<file path="config.mk">
export PLATFORM = sky130hd
export DESIGN_NAME = fpr_front_panel
export DESIGN_NICKNAME = d
export VERILOG_FILES = /design/src/fpr_pkg.sv /design/src/fpr_toggle_if.sv /design/src/fpr_debounce.sv /design/src/fpr_front_panel.sv
export SDC_FILE = /design/constraint.sdc
export NUM_CORES = 1
export LEC_CHECK = 0
export ABC_AREA = 1
export BUFFER_PORTS_ARGS = -buffer_cell sky130_fd_sc_hd__buf_2
export CORE_MARGIN = 2
export CORE_UTILIZATION = 30
export CTS_CLUSTER_SIZE = 14
export DETAILED_ROUTE_END_ITERATION = 10
export SLEW_MARGIN = 20
export SYNTH_ARGS = -nofsm -noshare
export SYNTH_HDL_FRONTEND = slang
export SYNTH_SLANG_ARGS = --single-unit
</file>
<file path="constraint.sdc">
create_clock -name i_mclk -period 2.1 [get_ports i_mclk]
set_input_delay 0.21 -clock i_mclk [delete_from_list [all_inputs] [get_ports i_mclk]]
set_output_delay 0.21 -clock i_mclk [all_outputs]
set_load 0.1 [all_outputs]
</file>
<file path="src/fpr_pkg.sv">
/*
 front panel reset and indicator block: shared constants and types.
 assumes a single 100 MHz board clock and a synchronous active-low reset.
*/
// ==========================================================================
// package
// ==========================================================================
package fpr_pkg;
   // board clock period in picoseconds
   localparam int unsigned CLK_PERIOD_PS = 10000;
   // debounce window in microseconds
   localparam int unsigned DEBOUNCE_US = 5000;
   // debounce window in clock cycles, rounded down; scaled in two steps
   // because the plain product would overflow 32 bits
   localparam int unsigned DEBOUNCE_CYC = (DEBOUNCE_US * 1000) / (CLK_PERIOD_PS / 1000);
   // counter width for the debounce window
   localparam int unsigned DEB_W = 20;
   // momentary system reset pulse in microseconds
   localparam int unsigned SYS_RESET_US = 200;
   // system reset pulse in clock cycles, rounded up
   localparam int unsigned SYS_RESET_CYC =
      (SYS_RESET_US * 1000000 + CLK_PERIOD_PS - 1) / CLK_PERIOD_PS;
   // counter width for the reset pulse
   localparam int unsigned RST_W = 16;
   // factory position of both rotary switches
   localparam logic [3:0] ROTARY_DEFAULT = 4'hf;
   // number of software user indicators
   localparam int unsigned USER_LEDS = 4;
   // port a field positions of the mode switch
   localparam int unsigned PORT_A_BIT_LSB = 0;
   localparam int unsigned PORT_A_BIT_MSB = 3;
   // decoded toggle position
   typedef enum logic [1:0]
   {
      FPR_POS_IDLE,
      FPR_POS_MOMENT,
      FPR_POS_HELD
   } fpr_pos_e;
endpackage

</file>
<file path="src/fpr_toggle_if.sv">
/*
 carrier between the top block and its toggle debouncer.
 assumes both ends run on the board clock.
*/
// ==========================================================================
// interface
// ==========================================================================
interface fpr_toggle_if;
   import fpr_pkg::*;
   logic     up_raw;   // synchronised upper contact
   logic     down_raw; // synchronised lower contact
   fpr_pos_e pos;      // debounced position
   logic     moment;   // one-cycle pulse on entering the upper position
   modport src (output up_raw, output down_raw, input pos, input moment);
   modport deb (input up_raw, input down_raw, output pos, output moment);
endinterface

</file>
<file path="src/fpr_debounce.sv">
/*
 debouncer for a three-position toggle switch.
 assumes its contact inputs are already synchronised to the board clock.
*/
module fpr_debounce
   import fpr_pkg::*;
#(
   parameter int unsigned DEB_CYCLES = DEBOUNCE_CYC
)
(
   input wire logic    i_mclk,
   input wire logic    i_rst_n,
   fpr_toggle_if.deb   tog
);
   // ======================================================================
   // position decode
   // ======================================================================
   fpr_pos_e            raw_pos;  // undebounced position
   fpr_pos_e            cand;     // candidate under test
   logic [DEB_W-1:0]    cnt;      // stability counter
   fpr_pos_e            pos;      // accepted position
   logic                moment;   // entry pulse

   // both contacts closed is impossible; treat as idle to be safe
   always_comb
   begin
      if (tog.up_raw && !tog.down_raw)
         raw_pos = FPR_POS_MOMENT;
      else if (tog.down_raw && !tog.up_raw)
         raw_pos = FPR_POS_HELD;
      else
         raw_pos = FPR_POS_IDLE;
   end

   // a position is accepted only after it stays put for the full window
   always_ff @(posedge i_mclk)
   begin
      if (!i_rst_n)
      begin
         cand   <= FPR_POS_IDLE;
         cnt    <= '0;
         pos    <= FPR_POS_IDLE;
         moment <= 1'b0;
      end
      else
      begin
         moment <= 1'b0;
         if (raw_pos != cand)
         begin
            cand <= raw_pos;
            cnt  <= '0;
         end
         else if (cnt < DEB_W'(DEB_CYCLES - 1))
            cnt <= cnt + 1'b1;
         else if (pos != cand)
         begin
            pos    <= cand;
            moment <= (cand == FPR_POS_MOMENT);
         end
      end
   end

   assign tog.pos    = pos;
   assign tog.moment = moment;
endmodule

</file>
<file path="src/fpr_front_panel.sv">
/*
 front panel switches and indicators of a backplane processor board.
 assumes panel contacts, backplane lines and processor lines arrive
 asynchronously; the io unit port pins are modelled as plain outputs.
*/
module fpr_front_panel
   import fpr_pkg::*;
#(
   parameter int unsigned DEB_CYCLES   = DEBOUNCE_CYC,
   parameter int unsigned RESET_CYCLES = SYS_RESET_CYC
)
(
   input  wire logic                 i_mclk,
   input  wire logic                 i_rst_n,
   input  wire logic                 i_reset_up,          // reset toggle upper contact
   input  wire logic                 i_reset_down,        // reset toggle lower contact
   input  wire logic                 i_abort_up,          // abort toggle upper contact
   input  wire logic                 i_abort_down,        // abort toggle lower contact
   input  wire logic                 i_backplane_reset_drive_enable, // slide switch
   input  wire logic [3:0]           i_mode_switch,       // mode rotary, true-coded
   input  wire logic [3:0]           i_second_hex_rotary_switch,
   input  wire logic [2:0]           i_nmi_level,         // programmed abort level
   input  wire logic                 i_cpu_reset_n,       // processor reset line
   input  wire logic                 i_cpu_halt_n,        // processor halt line
   input  wire logic                 i_cpu_bus_access,    // processor backplane cycle
   input  wire logic                 i_bus_shared_access, // backplane hits shared ram
   input  wire logic                 i_foreign_access,    // any foreign ram master
   input  wire logic                 i_bus_master,        // board owns the backplane
   input  wire logic                 i_fail_req,          // board wants fail asserted
   input  wire logic [USER_LEDS-1:0] i_user_pin,          // io unit led port values
   input  wire logic [USER_LEDS-1:0] i_user_pin_cfg,      // port pin configured
   output logic                      o_sys_reset_n,       // processor, array, devices
   output logic                      o_bp_reset_drive,    // backplane reset drive
   output logic                      o_bp_reset_oe,       // enable of reset driver
   output logic                      o_bp_fail_oe,        // enable of fail driver
   output logic                      o_bus_refuse,        // refuse backplane accesses
   output logic                      o_slot1_run,         // system clock/arbiter enable
   output logic                      o_cpu_halt_oe,       // drive processor halt low
   output logic                      o_nmi_req,           // abort interrupt request
   output logic [2:0]                o_nmi_level,         // level of that request
   output logic [3:0]                o_port_a_mode,       // port a mode switch data
   output logic [3:0]                o_port_a_second,     // port a second switch data
   output logic                      o_abort_switch_port_bit,
   output logic                      o_led_halt,
   output logic                      o_led_run,
   output logic                      o_led_foreign,
   output logic                      o_led_master,
   output logic [USER_LEDS-1:0]      o_led_user
);
   // ======================================================================
   // input synchronisers
   // ======================================================================
   localparam int unsigned NSYNC = 12; // asynchronous levels in the bundle
   logic [NSYNC-1:0] meta;    // first stage, read by second stage only
   logic [NSYNC-1:0] synced;  // second stage
   logic [NSYNC-1:0] raw_in;  // gathered asynchronous inputs

   // the bit order of this bundle fixes every index used below;
   // keep both in step when a line is added
   assign raw_in = {i_reset_up, i_reset_down, i_abort_up, i_abort_down,
                    i_backplane_reset_drive_enable, i_cpu_reset_n, i_cpu_halt_n,
                    i_cpu_bus_access, i_bus_shared_access, i_foreign_access,
                    i_bus_master, i_fail_req};

   // two flops on every level from outside the clock domain
   always_ff @(posedge i_mclk)
   begin
      if (!i_rst_n)
      begin
         meta   <= '0;
         synced <= '0;
      end
      else
      begin
         meta   <= raw_in;
         synced <= meta;
      end
   end

   logic s_rst_en, s_cpu_rst_n, s_cpu_halt_n, s_cpu_acc, s_shared;
   logic s_foreign, s_master, s_fail;
   // named views of the synchronised levels
   assign s_rst_en     = synced[7];
   assign s_cpu_rst_n  = synced[6];
   assign s_cpu_halt_n = synced[5];
   assign s_cpu_acc    = synced[4];
   assign s_shared     = synced[3];
   assign s_foreign    = synced[2];
   assign s_master     = synced[1];
   assign s_fail       = synced[0];

   // rotary switches are static straps; two flops each as well
   logic [3:0] mode_meta, mode_sync, sec_meta, sec_sync;

   always_ff @(posedge i_mclk)
   begin
      if (!i_rst_n)
      begin
         mode_meta <= ROTARY_DEFAULT;
         mode_sync <= ROTARY_DEFAULT;
         sec_meta  <= ROTARY_DEFAULT;
         sec_sync  <= ROTARY_DEFAULT;
      end
      else
      begin
         mode_meta <= i_mode_switch;
         mode_sync <= mode_meta;
         sec_meta  <= i_second_hex_rotary_switch;
         sec_sync  <= sec_meta;
      end
   end

   // ======================================================================
   // toggle debouncers
   // ======================================================================
   fpr_toggle_if rst_tog ();
   fpr_toggle_if abt_tog ();

   // contacts reach the debouncers already synchronised
   assign rst_tog.up_raw   = synced[11];
   assign rst_tog.down_raw = synced[10];
   assign abt_tog.up_raw   = synced[9];
   assign abt_tog.down_raw = synced[8];

   fpr_debounce #(.DEB_CYCLES (DEB_CYCLES)) u_rst_deb
   (
      .i_mclk  (i_mclk),
      .i_rst_n (i_rst_n),
      .tog     (rst_tog)
   );

   fpr_debounce #(.DEB_CYCLES (DEB_CYCLES)) u_abt_deb
   (
      .i_mclk  (i_mclk),
      .i_rst_n (i_rst_n),
      .tog     (abt_tog)
   );

   // ======================================================================
   // reset generation
   // ======================================================================
   logic [RST_W-1:0] pulse_cnt; // remaining cycles of system reset
   logic             held;      // debounced local-reset position

   assign held = (rst_tog.pos == FPR_POS_HELD);

   // a fixed-length pulse: a bouncing release cannot shorten the reset
   always_ff @(posedge i_mclk)
   begin
      if (!i_rst_n)
         pulse_cnt <= '0;
      else if (rst_tog.moment)
         pulse_cnt <= RST_W'(RESET_CYCLES);
      else if (pulse_cnt != '0)
         pulse_cnt <= pulse_cnt - 1'b1;
   end

   // the entry pulse loads the counter, the driver register follows one
   // cycle later, so the board reset shows two cycles after the pulse
   chk_moment_resets: assert property (@(posedge i_mclk) disable iff (!i_rst_n)
      rst_tog.moment |=> ##1 !o_sys_reset_n)
      else $error("momentary reset missing");

   // board reset and backplane drivers
   always_ff @(posedge i_mclk)
   begin
      if (!i_rst_n)
      begin
         o_sys_reset_n    <= 1'b0;
         o_bp_reset_drive <= 1'b0;
         o_bp_reset_oe    <= 1'b0;
         o_bp_fail_oe     <= 1'b0;
         o_bus_refuse     <= 1'b1;
      end
      else
      begin
         o_sys_reset_n    <= !((pulse_cnt != '0) || held);
         o_bp_reset_drive <= 1'b0;
         // backplane reset only for the momentary pulse, never when held
         o_bp_reset_oe    <= (pulse_cnt != '0) && s_rst_en && !held;
         o_bp_fail_oe     <= s_fail && !held;
         o_bus_refuse     <= held;
      end
   end

   // held position keeps the board in reset and off the backplane
   chk_held_refuses_bus: assert property (@(posedge i_mclk) disable iff (!i_rst_n)
      held |=> (o_bus_refuse && !o_sys_reset_n))
      else $error("held reset not applied");

   // neither backplane driver may pull its line while held
   chk_held_no_backplane: assert property (@(posedge i_mclk) disable iff (!i_rst_n)
      held |=> (!o_bp_reset_oe && !o_bp_fail_oe))
      else $error("backplane driven while held");

   // backplane reset drive needs the enable switch a cycle earlier
   chk_bp_reset_enable: assert property (@(posedge i_mclk) disable iff (!i_rst_n)
      o_bp_reset_oe |-> $past(s_rst_en))
      else $error("backplane reset without enable");

   // slot-one functions are deliberately not gated by any local reset
   always_ff @(posedge i_mclk)
   begin
      if (!i_rst_n)
         o_slot1_run <= 1'b0;
      else
         o_slot1_run <= 1'b1;
   end

   // slot-one functions must not pause while the board is held locally;
   // only the power-up reset may stop them
   chk_slot1_held: assert property (@(posedge i_mclk) disable iff (!i_rst_n)
      held |=> o_slot1_run)
      else $error("slot one stopped while held");

   // ======================================================================
   // abort interrupt
   // ======================================================================
   // held-down abort is only status: the request follows the upper contact
   always_ff @(posedge i_mclk)
   begin
      if (!i_rst_n)
      begin
         o_nmi_req   <= 1'b0;
         o_nmi_level <= 3'h0;
      end
      else
      begin
         o_nmi_req   <= (abt_tog.pos == FPR_POS_MOMENT);
         o_nmi_level <= i_nmi_level;
      end
   end

   // an accepted upper position must raise the request next cycle;
   // a level request lets software see it for as long as the lever stays up
   chk_nmi_on_up: assert property (@(posedge i_mclk) disable iff (!i_rst_n)
      (abt_tog.pos == FPR_POS_MOMENT) |=> o_nmi_req)
      else $error("abort request missing");

   // ======================================================================
   // halt logic and status lamps
   // ======================================================================
   logic halt_state; // processor reset or halt seen low

   assign halt_state = !s_cpu_rst_n || !s_cpu_halt_n;

   // retry request when a processor cycle meets an inbound shared access
   always_ff @(posedge i_mclk)
   begin
      if (!i_rst_n)
         o_cpu_halt_oe <= 1'b0;
      else
         o_cpu_halt_oe <= s_cpu_acc && s_shared;
   end

   // a collision must pull halt so the processor gives up and retries;
   // the lamp may flicker while this happens
   chk_retry_halt: assert property (@(posedge i_mclk) disable iff (!i_rst_n)
      (s_cpu_acc && s_shared) |=> o_cpu_halt_oe)
      else $error("halt not asserted on collision");

   // status lamps
   always_ff @(posedge i_mclk)
   begin
      if (!i_rst_n)
      begin
         o_led_halt    <= 1'b1;
         o_led_run     <= 1'b0;
         o_led_foreign <= 1'b0;
         o_led_master  <= 1'b0;
      end
      else
      begin
         o_led_halt    <= halt_state;
         o_led_run     <= !halt_state;
         o_led_foreign <= s_foreign;
         o_led_master  <= s_master;
      end
   end

   // run and halt lamps are never lit or dark together
   chk_run_halt_inverse: assert property (@(posedge i_mclk) disable iff (!i_rst_n)
      (o_led_run != o_led_halt))
      else $error("run lamp not inverse of halt");

   // halt lamp lights for a low reset or halt line
   chk_halt_lamp: assert property (@(posedge i_mclk) disable iff (!i_rst_n)
      halt_state |=> o_led_halt)
      else $error("halt lamp off while halted");

   // and goes dark once both lines are high again
   chk_halt_lamp_off: assert property (@(posedge i_mclk) disable iff (!i_rst_n)
      !halt_state |=> !o_led_halt)
      else $error("halt lamp lit while running");

   // ======================================================================
   // io unit ports
   // ======================================================================
   // an unconfigured pin floats high, which lights its lamp
   always_ff @(posedge i_mclk)
   begin
      if (!i_rst_n)
         o_led_user <= '1;
      else
         o_led_user <= i_user_pin | ~i_user_pin_cfg;
   end

   // a configured pin driven low must darken its lamp; only the first
   // lamp is watched, the others share the same gate
   chk_user_lamp: assert property (@(posedge i_mclk) disable iff (!i_rst_n)
      (i_user_pin_cfg[0] && !i_user_pin[0]) |=> !o_led_user[0])
      else $error("user lamp lit on low pin");

   // readable switch data
   always_ff @(posedge i_mclk)
   begin
      if (!i_rst_n)
      begin
         o_port_a_mode           <= ROTARY_DEFAULT;
         o_port_a_second         <= ROTARY_DEFAULT;
         o_abort_switch_port_bit <= 1'b1;
      end
      else
      begin
         o_port_a_mode[PORT_A_BIT_MSB:PORT_A_BIT_LSB] <= mode_sync;
         o_port_a_second         <= sec_sync;
         o_abort_switch_port_bit <= !(abt_tog.pos == FPR_POS_HELD);
      end
   end

   // a held abort lever only shows on the port bit and never interrupts,
   // so a board left with the lever down still comes up quietly
   chk_abort_held_quiet: assert property (@(posedge i_mclk) disable iff (!i_rst_n)
      (abt_tog.pos == FPR_POS_HELD) |=> (!o_nmi_req && !o_abort_switch_port_bit))
      else $error("held abort acted or not shown");

endmodule

</file>
# [Yosys cells after proc, flatten, opt, wreduce, memory -nomap -nowiden]
# Index checks and enable logic that the tools add are counted.
[classes] n_mux=7 reduce_logical=28 addsub=3 bitwise=8 n_eq_ne=8 n_lt_le_gt_ge=2
[ops] cell="$add 20x1->20 const B" count=2
[ops] cell="$lt 20x19->1 const B" count=2
[ops] cell="$mux 15" count=2
[ops] cell="$reduce_bool 16->1" count=1
[ops] cell="$sub 16x1->16 const B" count=1
[ops] cell="$logic_not 1->1" count=10
[ops] cell="$logic_and 1x1->1" count=8
[ops] cell="$mux 2" count=4
[ops] cell="$ne 2x2->1" count=4
[ops] cell="$not 1->1" count=6
[ops] cell="$reduce_and 3->1" count=2
[ops] cell="$reduce_or 2->1" count=3
[ops] cell="$eq 2x1->1 const B" count=2
[ops] cell="$eq 2x2->1 const B" count=2
[ops] cell="$not 4->4" count=1
[ops] cell="$or 4x4->4" count=1
[ops] cell="$reduce_or 4->1" count=1
[ops] cell="$logic_or 1x1->1" count=2
[ops] cell="$reduce_bool 2->1" count=1
[ops] cell="$mux 1" count=1
[totals] input_bits=33 ff_bits=132 out_inout_bits=28

# [Depth between registers and ports, before layout]
[depth] depth_word=7 depth_mapped=13

# [By module]
# From an unflattened synthesis, not the netlist that was laid out.
[hier_totals] hier_cells=775 hier_area_um2=5840.6
[by_module_without_submodules] mod="fpr_debounce" instances=2 area_per_inst_um2=1545.2 cells_each=230 seq_area_each_um2=500.5
[by_module_without_submodules] mod="fpr_front_panel" instances=1 area_per_inst_um2=2750.1 cells_each=315 seq_area_each_um2=1661.6

# [Least setup slack after synthesis]
# No wires, ideal clock.
[synth_timing] kind="flip-flop to flip-flop" start="register u_rst_deb.cnt[0]" end="register u_rst_deb.pos[0], in the netlist u_rst_deb.tog.pos[0]" setup_time_ps=114 path_stages_with_launch=14 period_less_slack_ps=1555 setup_slack_ps=545 arrival_ps=1441 path_cell_list="dfxtp_1 ha_1 nand2_2 inv_2 nand2_1 nand2_1 nand2_1 nand2_1 nand2_2 nand2_4 buf_6 nand3_2 nand2_1 o21ai_2"
[synth_via] elab_chain_cells=3
[synth_rtl] item="start: declaration" line_no="fpr_debounce.sv:20" source="logic [DEB_W-1:0] cnt;"
[synth_rtl] item="start signal: assignment" line_no="fpr_debounce.sv:54" source="cnt <= cnt + 1'b1;"
[synth_rtl] item="$lt 20x19->1" line_no="fpr_debounce.sv:53" source="else if (cnt < DEB_W'(DEB_CYCLES - 1))"
[synth_rtl] item="$not 1->1 (no source line)"
[synth_rtl] item="$reduce_and 3->1 (no source line)"
[synth_rtl] item="end signal: assignment" line_no="fpr_debounce.sv:57" source="pos <= cand;"
[synth_rtl] item="end: declaration" line_no="fpr_debounce.sv:21" source="fpr_pos_e pos;"
# Every way passes these cells.
# A chain may end at the register's enable or synchronous reset.

# [Worst setup path in the final report]
[layout_timing] start="register u_abt_deb.cnt[0]" end="register u_abt_deb.cnt[16]"
[layout_via] elab_chain_cells=1
[layout_rtl] item="start: declaration" line_no="fpr_debounce.sv:20"
[layout_rtl] item="start signal: assignment" line_no="fpr_debounce.sv:54"
[layout_rtl] item="$add 20x1->20 / $lt 20x19->1 (equally long branches)" line_no="fpr_debounce.sv:54, fpr_debounce.sv:53"
# Parallel ways exist; a longest one is shown, timed or not.

==> run metrics <==
status=complete, no violations; Max-slew headroom=0.555; worst skew pair latency=between 0.4 and 0.5 ns; Mapped Area=around 5600 um^2; total CTS buffers=17; post-route DRC violation count=0; total gr overflow=0; post_cts resized=0; P&R area growth vs syn=24.2%; area of the multi-input gates=2560 um^2; Synth area leaders=dfxtp_1, nand2_1, nor2_1, inv_1, a21oi_1; initial core utilization=0.308; EDFF count, synth=0; largest net degree at the start of global routing=28; Area after DPL=approximately 6000 um^2; Worst path slowest cell=dfxtp_1; FF+latch count, synth=around 130; clock sink total=~130; r2r setup slk=0.24 ns; Setup Viol. Count Final=0; top-count cell post-synth=nand2_1; skew final=0.0117 ns; Tmin final=between 1.5 and 2 ns; share of the synthesized area in the top cell type=0.472; max-cap viol count=0; cts-stage hold buffer count=29; CP Capture Type=register; Die Y=approximately 140 um; initial antenna violation count=0; Vias=about 4500; Max stage delay on crit path=0.42 ns; syn_area_per_cell=7.56 um^2; Reg-to-Reg Start=u_abt_deb.cnt[0]; Arr. time, crit path=2.20 ns; count of final hold-check violations=0; fill cell count=roughly 1900; CTS tree=yes; Setup crit start=u_abt_deb.cnt[0]; Critical Path Fanout Max=20; CP required=about 2.4 ns; diode count=0; fin nets=868; cell leakage power=roughly 3 nW; routed wire length per instance=roughly 10 um; port bufs=59; Clock Tree Root=clkbuf_16; reg2reg path depth=7; P per Cell Area=1040 nW/um^2; Synth Flop Type=dfxtp_1; maximum vdd ir drop=roughly 530 uV; top cells by count, synth=nand2_1, dfxtp_1, nor2_1; Syn Inst Count=740; Reg area=~2600 um^2; vias per cell=~4.2; Total Power=0.00720 W; crit path kind=reg -> reg; I/O Pins=about 60; Hold Crit Class=in -> reg; final instance area=between 6000 and 7000 um^2; unrepaired setup endpoints after global routing=no; leading area contributor after synthesis=dfxtp_1; first-pass GRT wire length=around 19000 um; YS warnings=0; Post-Synthesis Net Count=776; final count of pins violating max slew=0; crit path to=u_abt_deb.cnt[16]; DIE AREA=19800 um^2; Yosys cell types=34; Die X=141 um; crit-path cells=ha_1 > nand2_1 > nor2_1 > nand3_2 > nand3_2 > nand2_1 > a21oi_2; Final TNS setup=0 ns; number of detailed-route iterations in the first pass=4; dpl cells=1013; GRT Util Overall=0.119; Rows=between 40 and 50; detailed placement HPWL=7610 um; share of cells above drive strength 1=0.195; Setup Buffers After CTS=0; utilization after layout=0.383; sequential-to-total area share from yosys stat=0.472; Critical Path Source Type=register; Async SR Flop Fraction=0; Final Wtd Congestion=roughly 0.86; Slew @ Worst Pin=between 0.6 and 0.7 ns; fin crit share=0.884; R2R Path End=u_abt_deb.cnt[16]; Worst-path clk slew=~0.060 ns; Finished Layout Cells=1073; routed wire length=about 11000 um; vias in the first global route=4203; H-tree depth=4; ANT nets after route=0; largest buffer count on any clock path=2; Iteration-0 DRC Markers=roughly 220; Max Freq=approximately 540 MHz; Core Area=18100 um^2
## registers in the layout (all words and copies together), names as in the netlist, 2 cells and up
name and cells:
u_abt_deb.cnt 20, u_rst_deb.cnt 20, pulse_cnt 16, meta 12, synced 12, mode_meta 4, mode_sync 4, o_led_user 4
o_port_a_mode 4, o_port_a_second 4, sec_meta 4, sec_sync 4, o_nmi_level 3, u_abt_deb.cand 2, u_abt_deb.tog.pos 2, u_rst_deb.cand 2
u_rst_deb.tog.pos 2
## cell families after synthesis
kind of cell | share of synthesized area
AND/OR/NAND/NOR | 0.329
flip-flops | 0.472
buffers and inverters | 0.0695
AO/OA/AOI/OAI | 0.0635
XOR/XNOR | 0.0579
adder cells (fa/ha/maj) | 0.00671
other | 0.000670
## cells in the final DEF (no fill, tap or decap), types with 10 or more instances in the layout
| cell | synthesis | layout |
|---|---|---|
| dlygate4sd3_1 | 0 | 29 |
| nand3b_1 | 12 | 12 |
| xor2_1 | 22 | 22 |
| nand2_1 | 222 | 222 |
| clkbuf_16 | 0 | 17 |
| xnor2_1 | 15 | 15 |
| nor2_1 | 101 | 101 |
| or2_2 | 27 | 27 |
| nand2_2 | 15 | 15 |
| buf_2 | 5 | 59 |
| inv_1 | 60 | 60 |
| nand3_1 | 21 | 21 |
| dfxtp_1 | 132 | 132 |
| a21oi_2 | 10 | 10 |
| a21oi_1 | 41 | 41 |
## power by group
group	internal (W)	switching, W
Clock	0.00176	0.00111
Combinational	0.000542	0.000917
Sequential	0.00271	0.000153
Total	0.00502	0.00218
## worst max-delay path: cells and delay by family (launching register included)
family	cells	cell delay [ns]
flip-flops	1	0.42
adder cells (fa/ha/maj)	1	0.31
AO/OA/AOI/OAI	1	0.15
AND/OR/NAND/NOR	5	0.91
## routing by layer
| metal | part of all wire | global-route usage | vias up |
|---|---|---|---|
| met2 | 0.44 | 0.186 | 69 |
| met5 | 0 | 0 | - |
| met1 | 0.51 | 0.156 | 1972 |
| met4 | 0.012 | 0.0416 | 0 |
| met3 | 0.037 | 0.0370 | 13 |
| li1 | - | - | 2468 |
## per-stage QoR
stage / hold WS, ns / setup slack, ns
after floorplan: 0.238 / 0.545
after global placement: 0.391 / 0.330
after detailed placement: 0.393 / 0.255
after CTS: 0.00945 / 0.236
after global routing: 0.0166 / 0.0660
final: 0.0344 / 0.243
## worst min-delay path by stage
stage                              from             end  slack [ns]  cells past startpoint
floorplan                       i_rst_n     o_slot1_run        0.24                      0
global placement         i_nmi_level[2]  o_nmi_level[2]        0.39                      3
detailed placement  i_bus_shared_access         meta[3]        0.39                      3
CTS                    i_mode_switch[1]    mode_meta[1]       0.009                      2
global route           i_mode_switch[1]    mode_meta[1]        0.02                      2
finish                 i_mode_switch[0]    mode_meta[0]        0.03                      2
## layout make-up
cell class / instances / area share
Multi-Input combinational cell: 521 / 0.369
Clock buffer: 19 / 0.0623
Clock inverter: 12 / 0.0209
Timing Repair Buffer: 93 / 0.0897
Inverter: 67 / 0.0366
Tap cell: 229 / 0.0412
Sequential cell: 132 / 0.380
Power figures use the tool's default switching activity.
